### src/core/rta_pkg.sv
// Package with register map, field positions and timing counts for the timer and alarm block
// Function
// - A 32-bit counter advances once per oscillator cycle while running.
// - Run bit 0 holds the counter; run bit 1 lets it count.
// - With auto-reset on, counter clears one oscillator cycle after an alarm.
// - Writing bit 2 sets or clears auto-reset; reading it returns the alarm flag.
// - Load and snapshot work while the counter keeps running.
// - Load request copies the capture bytes into the counter, then self-clears.
// - Snapshot request copies the counter into the capture bytes, then self-clears.
// - Alarm fires when the whole 32-bit counter equals the match value.
// - Writing alarm enable 0 stops detection and clears the alarm flag.
// - Without auto-reset, re-enabling with the same match gives the next alarm 2^32 cycles later.
// - Alarm flag lasts at most one oscillator cycle; a latched request persists.
// - Alarm event can be routed to an interrupt or to a wake-up.
// - Without auto-reset the counter wraps through zero undisturbed.
// - Bit 7 switches the oscillator and its bias on or off.
// - Bit 6 enables the missing-clock detector; bit 5 flags its timeout.
// - Control bits: 7 osc, 6 detect, 5 fail, 4 run, 3 alarm, 2 flag, 1 load, 0 snap.
// - Oscillator stuck high or low beyond 100 us raises the fail flag.
// - Capture bytes hold the 32-bit value, bit 0 in the lowest-addressed byte.
package rta_pkg;
  localparam logic [3:0]  ADDR_CAPTURE0      = 4'h0;
  localparam logic [3:0]  ADDR_CONTROL       = 4'h4;
  localparam logic [3:0]  ADDR_MATCH0        = 4'h8;
  localparam int          CTRL_OSC_EN_BIT    = 7;
  localparam int          CTRL_MCD_EN_BIT    = 6;
  localparam int          CTRL_FAIL_BIT      = 5;
  localparam int          CTRL_RUN_BIT       = 4;
  localparam int          CTRL_AEN_BIT       = 3;
  localparam int          CTRL_ALARM_BIT     = 2;
  localparam int          CTRL_LOAD_BIT      = 1;
  localparam int          CTRL_SNAP_BIT      = 0;
  localparam logic [7:0]  CTRL_RESET         = 8'h00;
  localparam logic [7:0]  BYTE_RESET         = 8'h00;
  localparam logic [31:0] COUNT_RESET        = 32'h0000_0000;
  localparam int          CLK_MHZ            = 100;
  localparam int          MISS_TIME_US       = 100;
  localparam int          MISS_CYCLES        = MISS_TIME_US * CLK_MHZ;
  localparam int          MISS_CNT_W         = 16;
endpackage : rta_pkg

### src/core/rta_byte_reg.sv
// One byte of host-writable storage with a hardware load port
`timescale 1ns/10ps
module rta_byte_reg
  import rta_pkg::*;
(
  input  wire logic       mclk,
  input  wire logic       rstn,
  input  wire logic       wr_en,
  input  wire logic [7:0] wr_data,
  input  wire logic       hw_load,
  input  wire logic [7:0] hw_data,
  output logic      [7:0] q
);
  typedef struct packed {
    logic [7:0] val;
  } rta_byte_s;

  rta_byte_s st_reg;
  rta_byte_s st_next;

  always_comb begin
    st_next = st_reg;
    if (wr_en) begin
      st_next.val = wr_data;
    end
    // Hardware copy wins over a host write
    if (hw_load) begin
      st_next.val = hw_data;
    end
  end

  always_ff @(posedge mclk) begin
    if (!rstn) begin
      st_reg <= '{val: BYTE_RESET};
    end else begin
      st_reg <= st_next;
    end
  end

  assign q = st_reg.val;
endmodule : rta_byte_reg

### src/core/rta_osc_monitor.sv
// Oscillator edge tick and missing-clock timeout detector
`timescale 1ns/10ps
module rta_osc_monitor
  import rta_pkg::*;
#(
  parameter logic [MISS_CNT_W-1:0] MISS_LIMIT = MISS_CNT_W'(MISS_CYCLES)
) (
  input  wire logic mclk,
  input  wire logic rstn,
  input  wire logic osc_in,
  input  wire logic osc_on,
  input  wire logic detect_en,
  output logic      tick,
  output logic      timeout
);
  typedef struct packed {
    logic                  osc_d;
    logic [MISS_CNT_W-1:0] idle_cnt;
    logic                  fired;
  } rta_mon_s;

  rta_mon_s st_reg;
  rta_mon_s st_next;
  logic     edge_seen;

  assign edge_seen = osc_in ^ st_reg.osc_d;

  always_comb begin
    st_next       = st_reg;
    st_next.osc_d = osc_in;
    timeout       = 1'b0;
    if (!detect_en || edge_seen) begin
      st_next.idle_cnt = '0;
      st_next.fired    = 1'b0;
    end else if (st_reg.idle_cnt < MISS_LIMIT) begin
      st_next.idle_cnt = st_reg.idle_cnt + 1'b1;
    end else if (!st_reg.fired) begin
      // One-shot: level stuck beyond the limit
      timeout       = 1'b1;
      st_next.fired = 1'b1;
    end
  end

  // Rising edge of the oscillator is one oscillator cycle
  assign tick = osc_on & osc_in & ~st_reg.osc_d;

  always_ff @(posedge mclk) begin
    if (!rstn) begin
      st_reg <= '{osc_d: 1'b0, idle_cnt: '0, fired: 1'b0};
    end else begin
      st_reg <= st_next;
    end
  end
endmodule : rta_osc_monitor

### src/core/rta_timer_alarm.sv
// Real-time counter with equality alarm, auto-reset and capture transfers
`timescale 1ns/10ps
module rta_timer_alarm
  import rta_pkg::*;
#(
  parameter logic [MISS_CNT_W-1:0] MISS_LIMIT = MISS_CNT_W'(MISS_CYCLES)
) (
  input  wire logic       mclk,
  input  wire logic       rstn,
  input  wire logic       reg_wr,
  input  wire logic       reg_rd,
  input  wire logic [3:0] reg_addr,
  input  wire logic [7:0] reg_wdata,
  output logic      [7:0] reg_rdata,
  input  wire logic       osc_in,
  output logic            osc_enable,
  input  wire logic       alarm_wake_select,
  input  wire logic       irq_clear,
  output logic            alarm_irq,
  output logic            wake_req,
  output logic            alarm_event
);
  typedef struct packed {
    logic        osc_en;
    logic        mcd_en;
    logic        fail;
    logic        run;
    logic        aen;
    logic        autoreset;
    logic        load_req;
    logic        snap_req;
    logic        alarm_flag;
    logic        reset_pend;
    logic [31:0] count;
    logic [7:0]  rdata;
    logic        irq;
    logic        wake;
  } rta_state_s;

  rta_state_s  st_reg;
  rta_state_s  st_next;
  logic        tick;
  logic        timeout;
  logic [31:0] capture;
  logic [31:0] match;
  logic [3:0]  cap_wr;
  logic [3:0]  match_wr;
  logic        cap_load;
  logic        ctrl_wr;
  logic        fire;
  logic [7:0]  ctrl_view;

  rta_osc_monitor #(
    .MISS_LIMIT (MISS_LIMIT)
  ) u_mon (
    .mclk      (mclk),
    .rstn      (rstn),
    .osc_in    (osc_in),
    .osc_on    (st_reg.osc_en),
    .detect_en (st_reg.mcd_en),
    .tick      (tick),
    .timeout   (timeout)
  );

  // Snapshot lands in the capture bytes on an oscillator tick
  assign cap_load = tick & st_reg.snap_req;

  genvar gi;
  generate
    for (gi = 0; gi < 4; gi++) begin : g_bytes
      assign cap_wr[gi]   = reg_wr && (reg_addr == ADDR_CAPTURE0 + 4'(gi));
      assign match_wr[gi] = reg_wr && (reg_addr == ADDR_MATCH0 + 4'(gi));

      // Byte 0 at the lowest address holds bit 0
      rta_byte_reg u_cap (
        .mclk    (mclk),
        .rstn    (rstn),
        .wr_en   (cap_wr[gi]),
        .wr_data (reg_wdata),
        .hw_load (cap_load),
        .hw_data (st_reg.count[gi*8 +: 8]),
        .q       (capture[gi*8 +: 8])
      );

      rta_byte_reg u_match (
        .mclk    (mclk),
        .rstn    (rstn),
        .wr_en   (match_wr[gi]),
        .wr_data (reg_wdata),
        .hw_load (1'b0),
        .hw_data (BYTE_RESET),
        .q       (match[gi*8 +: 8])
      );
    end
  endgenerate

  assign ctrl_wr = reg_wr && (reg_addr == ADDR_CONTROL);

  // Full 32-bit equality, only while enabled and counting
  assign fire = tick && st_reg.aen && st_reg.run && (st_reg.count == match);

  always_comb begin
    ctrl_view                  = 8'h00;
    ctrl_view[CTRL_OSC_EN_BIT] = st_reg.osc_en;
    ctrl_view[CTRL_MCD_EN_BIT] = st_reg.mcd_en;
    ctrl_view[CTRL_FAIL_BIT]   = st_reg.fail;
    ctrl_view[CTRL_RUN_BIT]    = st_reg.run;
    ctrl_view[CTRL_AEN_BIT]    = st_reg.aen;
    ctrl_view[CTRL_ALARM_BIT]  = st_reg.alarm_flag;
    ctrl_view[CTRL_LOAD_BIT]   = st_reg.load_req;
    ctrl_view[CTRL_SNAP_BIT]   = st_reg.snap_req;
  end

  always_comb begin
    st_next = st_reg;

    // Oscillator tick housekeeping
    if (tick) begin
      st_next.alarm_flag = 1'b0;
      st_next.reset_pend = 1'b0;
      if (st_reg.reset_pend) begin
        st_next.count = COUNT_RESET;
      end else if (st_reg.run) begin
        // Plain add wraps through zero
        st_next.count = st_reg.count + 32'h0000_0001;
      end
      if (st_reg.load_req) begin
        // Counter keeps running; no stop needed
        st_next.count    = capture;
        st_next.load_req = 1'b0;
      end
      if (st_reg.snap_req) begin
        st_next.snap_req = 1'b0;
      end
    end

    // Host write of the control byte
    if (ctrl_wr) begin
      st_next.osc_en    = reg_wdata[CTRL_OSC_EN_BIT];
      st_next.mcd_en    = reg_wdata[CTRL_MCD_EN_BIT];
      st_next.run       = reg_wdata[CTRL_RUN_BIT];
      st_next.aen       = reg_wdata[CTRL_AEN_BIT];
      st_next.autoreset = reg_wdata[CTRL_ALARM_BIT];
      if (!reg_wdata[CTRL_FAIL_BIT]) begin
        st_next.fail = 1'b0;
      end
      if (!reg_wdata[CTRL_AEN_BIT]) begin
        st_next.alarm_flag = 1'b0;
      end
      if (reg_wdata[CTRL_LOAD_BIT]) begin
        st_next.load_req = 1'b1;
      end
      if (reg_wdata[CTRL_SNAP_BIT]) begin
        st_next.snap_req = 1'b1;
      end
    end

    // Hardware sets win over clears in the same cycle
    if (timeout) begin
      st_next.fail = 1'b1;
    end
    if (fire) begin
      // Without auto-reset the counter is left alone, so a re-enable waits a full wrap
      st_next.alarm_flag = 1'b1;
      st_next.reset_pend = st_reg.autoreset;
    end

    // Persistent request latched from the event
    if (irq_clear) begin
      st_next.irq  = 1'b0;
      st_next.wake = 1'b0;
    end
    if (fire) begin
      if (alarm_wake_select) begin
        st_next.wake = 1'b1;
      end else begin
        st_next.irq = 1'b1;
      end
    end

    // Registered read data; unmapped reads return zero
    if (reg_rd) begin
      unique case (reg_addr)
        ADDR_CAPTURE0:          st_next.rdata = capture[7:0];
        ADDR_CAPTURE0 + 4'h1:   st_next.rdata = capture[15:8];
        ADDR_CAPTURE0 + 4'h2:   st_next.rdata = capture[23:16];
        ADDR_CAPTURE0 + 4'h3:   st_next.rdata = capture[31:24];
        ADDR_CONTROL:           st_next.rdata = ctrl_view;
        ADDR_MATCH0:            st_next.rdata = match[7:0];
        ADDR_MATCH0 + 4'h1:     st_next.rdata = match[15:8];
        ADDR_MATCH0 + 4'h2:     st_next.rdata = match[23:16];
        ADDR_MATCH0 + 4'h3:     st_next.rdata = match[31:24];
        default:                st_next.rdata = 8'h00;
      endcase
    end
  end

  always_ff @(posedge mclk) begin
    if (!rstn) begin
      st_reg <= '{osc_en: CTRL_RESET[CTRL_OSC_EN_BIT], mcd_en: CTRL_RESET[CTRL_MCD_EN_BIT],
                  fail: CTRL_RESET[CTRL_FAIL_BIT], run: CTRL_RESET[CTRL_RUN_BIT],
                  aen: CTRL_RESET[CTRL_AEN_BIT], autoreset: CTRL_RESET[CTRL_ALARM_BIT],
                  load_req: CTRL_RESET[CTRL_LOAD_BIT], snap_req: CTRL_RESET[CTRL_SNAP_BIT],
                  alarm_flag: 1'b0, reset_pend: 1'b0, count: COUNT_RESET,
                  rdata: BYTE_RESET, irq: 1'b0, wake: 1'b0};
    end else begin
      st_reg <= st_next;
    end
  end

  assign reg_rdata   = st_reg.rdata;
  assign osc_enable  = st_reg.osc_en;
  assign alarm_irq   = st_reg.irq;
  assign wake_req    = st_reg.wake;
  assign alarm_event = st_reg.alarm_flag;
endmodule : rta_timer_alarm

### config.mk
export PLATFORM = sky130hd
export DESIGN_NAME = rta_timer_alarm
export DESIGN_NICKNAME = d
export VERILOG_FILES = /design/src/core/rta_pkg.sv /design/src/core/rta_byte_reg.sv /design/src/core/rta_osc_monitor.sv /design/src/core/rta_timer_alarm.sv
export SDC_FILE = /design/constraint.sdc
export NUM_CORES = 1
export LEC_CHECK = 0
export ABC_AREA = 1
export BUFFER_PORTS_ARGS = -buffer_cell sky130_fd_sc_hd__buf_2
export CAP_MARGIN = 0
export CORE_ASPECT_RATIO = 1.2
export CORE_UTILIZATION = 40
export CTS_CLUSTER_SIZE = 14
export DETAILED_ROUTE_END_ITERATION = 6
export RECOVER_POWER = 50
export SYNTH_ARGS = -nofsm -noshare
export SYNTH_HDL_FRONTEND = slang
export SYNTH_SLANG_ARGS = --single-unit
### constraint.sdc
create_clock -name mclk -period 4 [get_ports mclk]
set_input_delay 0 -clock mclk [delete_from_list [all_inputs] [get_ports mclk]]
set_output_delay 0 -clock mclk [all_outputs]
set_load 0.005 [all_outputs]
==> Yosys cells after proc, flatten, opt, wreduce, memory -nomap -nowiden <==
Index checks and enable logic that the tools add are counted.
{ "classes": {"add_sub_neg": 2, "magnitude_cmp": 1, "n_eq_ne": 10, "mux": 27, "bitwise_logic": 6, "reduce_logical": 25} }
{ "ops": {"columns": ["operator", "count"], "rows": [
  ["$mux 32", 3],
  ["$pmux 8 s9", 1],
  ["$mux 8", 8],
  ["$mux 36", 1],
  ["$add 32x1->32 const B", 1],
  ["$eq 32x32->1", 1],
  ["$add 16x1->16 const B", 1],
  ["$eq 4x4->1 const B", 4],
  ["$lt 16x14->1 const B", 1],
  ["$logic_and 1x1->1", 12],
  ["$reduce_bool 2->1", 6],
  ["$mux 1", 10],
  ["$eq 4x2->1 const B", 2],
  ["$mux 7", 1],
  ["$mux 2", 3],
  ["$eq 4x1->1 const B", 1],
  ["$eq 4x3->1 const B", 1],
  ["$logic_not 4->1", 1],
  ["$reduce_and 2->1", 2],
  ["$and 1x1->1", 3],
  ["$reduce_bool 3->1", 1],
  ["$ne 2x1->1 const B", 1],
  ["$not 1->1", 2],
  ["$reduce_or 2->1", 1],
  ["other kinds (3)", 3]
]} }
{ "word_totals": {"reg_bits": 134, "inputBits": 19, "out_inout_bits": 12, "word_cells": 96} }

==> Longest topological paths before layout <==
{ "logic_depth": {"ltp_word": 8, "depth_mapped": 11, "mapped_depth_nobuf": 11} }

==> Cells and area by module <==
A second synthesis with hierarchy kept.
{ "hier_totals": {"hier_cells": 1380, "area_unflattened_um2": 8516.9} }
{ "modules_own_cells": {"columns": ["mod", "instances", "cells_each", "area_per_inst_um2", "seq_area_each_um2"], "rows": [
  ["rta_timer_alarm", 1, 740, 4229.1, 1041.0],
  ["rta_byte_reg", 8, 61, 410.4, 160.2],
  ["rta_osc_monitor", 1, 152, 1004.7, 360.3]
]} }

==> Worst setup path before layout <==
No wires, ideal clock.
{ "synth_path": {"path_kind": "reg-to-reg", "startpoint": "register st_reg[11] (netlist bit)", "endpoint": "register st_reg[34] (netlist bit)", "setup_time_ns": 0.132, "arrival_ns": 1.273, "t_required_ns": 3.868, "path_slack_ns": 2.595, "path_stages_with_launch": 11, "path_buffers": 0, "synth_period_minus_slack_ns": 1.405, "cell_sequence": "dfxtp_1 ha_1 nand2_1 nor2_2 nand2_1 nor2_1 nand3_1 nand2_1 nand2_1 nand2_1 a21oi_1"} }
{ "synth_via": {"elab_chain_len": 4} }
{ "synth_rtl": {"columns": ["item", "line", "text"], "rows": [
  ["from (decl)", "rta_timer_alarm.sv:40", "rta_state_s st_reg;"],
  ["from (signal assigned)", "rta_timer_alarm.sv:200", "st_reg <= '{osc_en: CTRL_RESET[CTRL_OSC_EN_BIT], mcd_en: CTRL_RESET[CTRL_MCD_EN_BIT],"],
  ["from (signal assigned)", "rta_timer_alarm.sv:207", "st_reg <= st_next;"],
  ["$add 32x1->32", "rta_timer_alarm.sv:125", "st_next.count = st_reg.count + 32'h0000_0001;"],
  ["$mux 32", "rta_timer_alarm.sv:123", "end else if (st_reg.run) begin"],
  ["$mux 32", "rta_timer_alarm.sv:121", "if (st_reg.reset_pend) begin"],
  ["$mux 32", "rta_timer_alarm.sv:127", "if (st_reg.load_req) begin"]
]} }
No other way between the ends. The select of a mux whose other input is x is not followed.
A chain may end at the register's enable or synchronous reset.

==> Final worst setup path <==
{ "layout_path": {"startpoint": "register st_reg, in the netlist osc_enable", "endpoint": "register g_bytes[2].u_cap.st_reg, in the netlist g_bytes[2].u_cap.q[5]"} }
{ "layout_via": {"elab_chain_len": 4, "elab_cells_between_ends": 5, "classes_between": "mux: 1; bitwise: 3; reduce/logical: 1"} }
{ "layout_rtl": {"columns": ["item", "line", "text"], "rows": [
  ["$and 1x1->1 * (2 in series)", "rta_osc_monitor.sv:45", "assign tick = osc_on & osc_in & ~st_reg.osc_d;"],
  ["$and 1x1->1 *", "rta_timer_alarm.sv:66", "assign cap_load = tick & st_reg.snap_req;"],
  ["$mux 8 or $reduce_bool 2->1 (tied branches)", null, null],
  ["to (signal assigned)", "rta_byte_reg.sv:34", "st_reg <= '{val: BYTE_RESET};"],
  ["to (signal assigned)", "rta_byte_reg.sv:36", "st_reg <= st_next;"],
  ["to (decl)", "rta_byte_reg.sv:18", "rta_byte_s st_reg;"]
]} }
Every way passes the cells marked *; elsewhere a longest branch is shown, timed or not.

==> impl_metrics.sql <==
INSERT INTO impl_metrics (metric_group, metric, value, unit) VALUES
('logic_synthesis', 'synthDistinctLibCells', '39', ''),
('placement', 'detailedPlacementHpwl', '20300', 'um'),
('global_route', 'grt_start_max_net_pins', '64', ''),
('global_route', 'grt.total_usage', '0.292', ''),
('timing', 'fin_crit', '2600', 'ps'),
('routing', 'met3_length', '1580', 'um'),
('routing', 'dr.max_layer_used', 'met4', ''),
('clock_tree', 'cts.clk_slew.worst_paths', '60', 'ps'),
('clock_tree', 'cts_tree', 'yes', ''),
('global_route', 'grt_first_pass_wirelength', '42400', 'um'),
('routing', 'route.detailed.wl_per_inst', '19.3', 'um'),
('floorplan', 'die_height', '152', 'um'),
('job', 'maxCapViolations', '1', ''),
('layout', 'final.fill_count', '1911', ''),
('logic_synthesis', 'synth-async-reset-ratio', '0', ''),
('placement', 'gp_congestion', '0.985', ''),
('global_route', 'via_count_of_the_first_global_routing_pass', '7309', ''),
('logic_synthesis', 'post-synth-top-count-cell', 'nand2_1', ''),
('floorplan', 'chipWidth', '127', 'um'),
('setup_path', 'critPathMaxFanout', '28', ''),
('setup_path', 'required', '4350', 'ps'),
('logic_synthesis', 'netlist_top_cells_count', '346 x nand2_1, 138 x a21oi_1, 134 x dfxtp_1', ''),
('routing', 'drtAntennaViolNets', '0', ''),
('floorplan', 'floorplan.initialDensity', '0.411', ''),
('routing', 'detail_route.drc_violations', '0', ''),
('setup_path', 'crit_start_category', 'register', ''),
('routing', 'vias', '7984', ''),
('clock_tree', 'cts_inserted_buffers', '17', ''),
('timing', 'setup_tns', '0', 'ps'),
('timing', 'share_of_the_clock_period_used_by_the_worst_path_after_layout', '0.649', ''),
('floorplan', 'fp-row-count', '54', ''),
('global_route', 'grt_remaining_overflow', '0', ''),
('setup_path', 'start_to_end_type_of_the_worst_setup_path', 'reg -> reg', ''),
('power_and_ir_drop', 'switching_power', '0.000791', 'W'),
('logic_synthesis', 'ffs_latches_synth', '134', ''),
('logic_synthesis', 'syn_area', '7500', 'um^2'),
('layout', 'area_growth', '11.9', '%'),
('timing', 'achievable-frequency', '0.385', 'GHz'),
('power_and_ir_drop', 'p_int', '0.00232', 'W'),
('clock_tree', 'latest_clock_arrival_within_the_worst_skew_pair', '430', 'ps'),
('routing', 'met2_length', '12800', 'um'),
('routing', 'postRouteWirelength', '27500', 'um'),
('logic_synthesis', 'ys.flop_type', 'dfxtp_1', ''),
('power_and_ir_drop', 'p_seq_frac', '0.437', ''),
('timing', 'worstMarginPinSlew', '1660', 'ps'),
('placement', 'place_area', '7690', 'um^2'),
('timing', 'finalHoldWorstSlack', '30.4', 'ps'),
('clock_tree', 'cts-root-buf', 'clkbuf_16', ''),
('timing', 'hold_violations', '0', ''),
('timing', 'grt_setup_unrepaired', 'false', ''),
('logic_synthesis', 'dominant_cells_by_area_after_synthesis', 'dfxtp_1 36%, nand2_1 17%, a21oi_1 9.2%', ''),
('logic_synthesis', 'postSynthCellCount', '1174', ''),
('layout', 'design.final.nets', '1211', ''),
('placement', 'portBuffers', '30', ''),
('power_and_ir_drop', 'power.clock.fraction', '0.515', ''),
('status', 'violated_checks', 'max-capacitance violations, max-slew violations', ''),
('status', 'outcome', 'complete, but fails checks', ''),
('timing', 'slew_viol_final', '35', ''),
('layout', 'drive_gt1_frac', '0.0823', ''),
('power_and_ir_drop', 'swShare', '0.254', ''),
('clock_tree', 'ctsResizeCount', '0', ''),
('clock_tree', 'clock_tree.htree_level_count', '4', ''),
('clock_tree', 'clock_sinks', '134', ''),
('logic_synthesis', 'post-synth-top-area-fraction', '0.358', ''),
('power_and_ir_drop', 'p_total', '0.00311', 'W'),
('clock_tree', 'postCtsSetupBuffers', '0', ''),
('min_path', 'hold_path.class', 'in -> reg', ''),
('power_and_ir_drop', 'static-leakage-power', '3.08', 'nW'),
('clock_tree', 'max_clock_buf_depth', '2', ''),
('floorplan', 'floorplan.die_area', '19300', 'um^2'),
('clock_tree', 'cts_hold_buffers', '14', '');
## worst max-delay path: stages, from the launching register on
cell,delay [ps]
dfxtp_1,360
nand2_1,60
nor2_1,590
nand2_1,610
inv_2,590
nand2_1,120
a31oi_1,180
## layout by cell type, fill, tap and decap left out, types with 3 or more instances in the layout
cell type / instances
xor2_1: 4
nand4_1: 14
a211oi_1: 3
clkbuf_1: 10
clkbuf_16: 17
a21oi_1: 138
o211ai_1: 9
and3_1: 5
nand2_1: 347
o21ai_1: 11
buf_4: 3
nor2_2: 7
xnor2_1: 7
nand3_1: 62
nand3b_1: 4
dfxtp_1: 134
nand2_2: 3
dlygate4sd3_1: 14
o21ai_0: 87
a221oi_1: 4
buf_2: 21
nor2_1: 70
a31oi_1: 28
inv_6: 6
o22ai_1: 10
nor3_1: 13
inv_2: 17
nor2_4: 3
clkinv_4: 4
inv_1: 127
nor3_2: 4
nand3_2: 3
## stage by stage
stage	worst slack, ps	std cells	util
6_report	1400	1427	0.460
5_1_grt	1150	1427	0.460
4_1_cts	1660	1427	0.462
3_5_place_dp	1700	1381	0.421
3_3_place_gp	1760	1381	0.421
2_1_floorplan	2600	1174	-
## kinds of logic after synthesis
logic type	Yosys count	share of synthesized area
fa+ha+maj	2	0.00334
buf+inv	197	0.109
xor+xnor	11	0.0129
flops	134	0.358
simple gates	536	0.305
compound gates	294	0.212
## final cells by class
type / count / area [um^2] / share of cell area
tap: 224 / 280 / 0.0334
timing repair buffer: 48 / 305 / 0.0364
clock buffer: 17 / 425 / 0.0507
multi-input combinational: 843 / 3980 / 0.474
inverter: 146 / 549 / 0.0655
clock inverter: 15 / 168 / 0.0200
sequential: 134 / 2680 / 0.320
## power groups by stage
stage | logic, W | clock network, W | registers (W)
floorplan | 0.0000841 | 0 | 0.00138
global placement | 0.000136 | 0 | 0.00139
detailed placement | 0.000137 | 0 | 0.00139
CTS | 0.000147 | 0.00162 | 0.00136
global route | 0.000161 | 0.00168 | 0.00136
finish | 0.000148 | 0.00160 | 0.00136
## worst paths after layout
path,slack [ps],from,cells past startpoint,end
hold / removal,30,reg_wdata[3],3,g_bytes[1].u_match.q[3]$_SDFFE_PN0P_
hold reg to reg,430,u_mon.st_reg[15]$_SDFFE_PP0N_,2,u_mon.st_reg[15]$_SDFFE_PP0N_
setup / recovery,1400,osc_enable$_SDFFE_PN0N_,6,g_bytes[2].u_cap.q[5]$_SDFFE_PN0P_
setup reg to reg,1400,osc_enable$_SDFFE_PN0N_,6,g_bytes[2].u_cap.q[5]$_SDFFE_PN0P_
## metal layers
layer  vias to the layer above  track usage
met5                         -            0
met4                         0        0.188
met3                       103       0.0458
met2                       311        0.479
met1                      3686        0.355
li1                       3884            -
(Power assumes the default switching activity.)
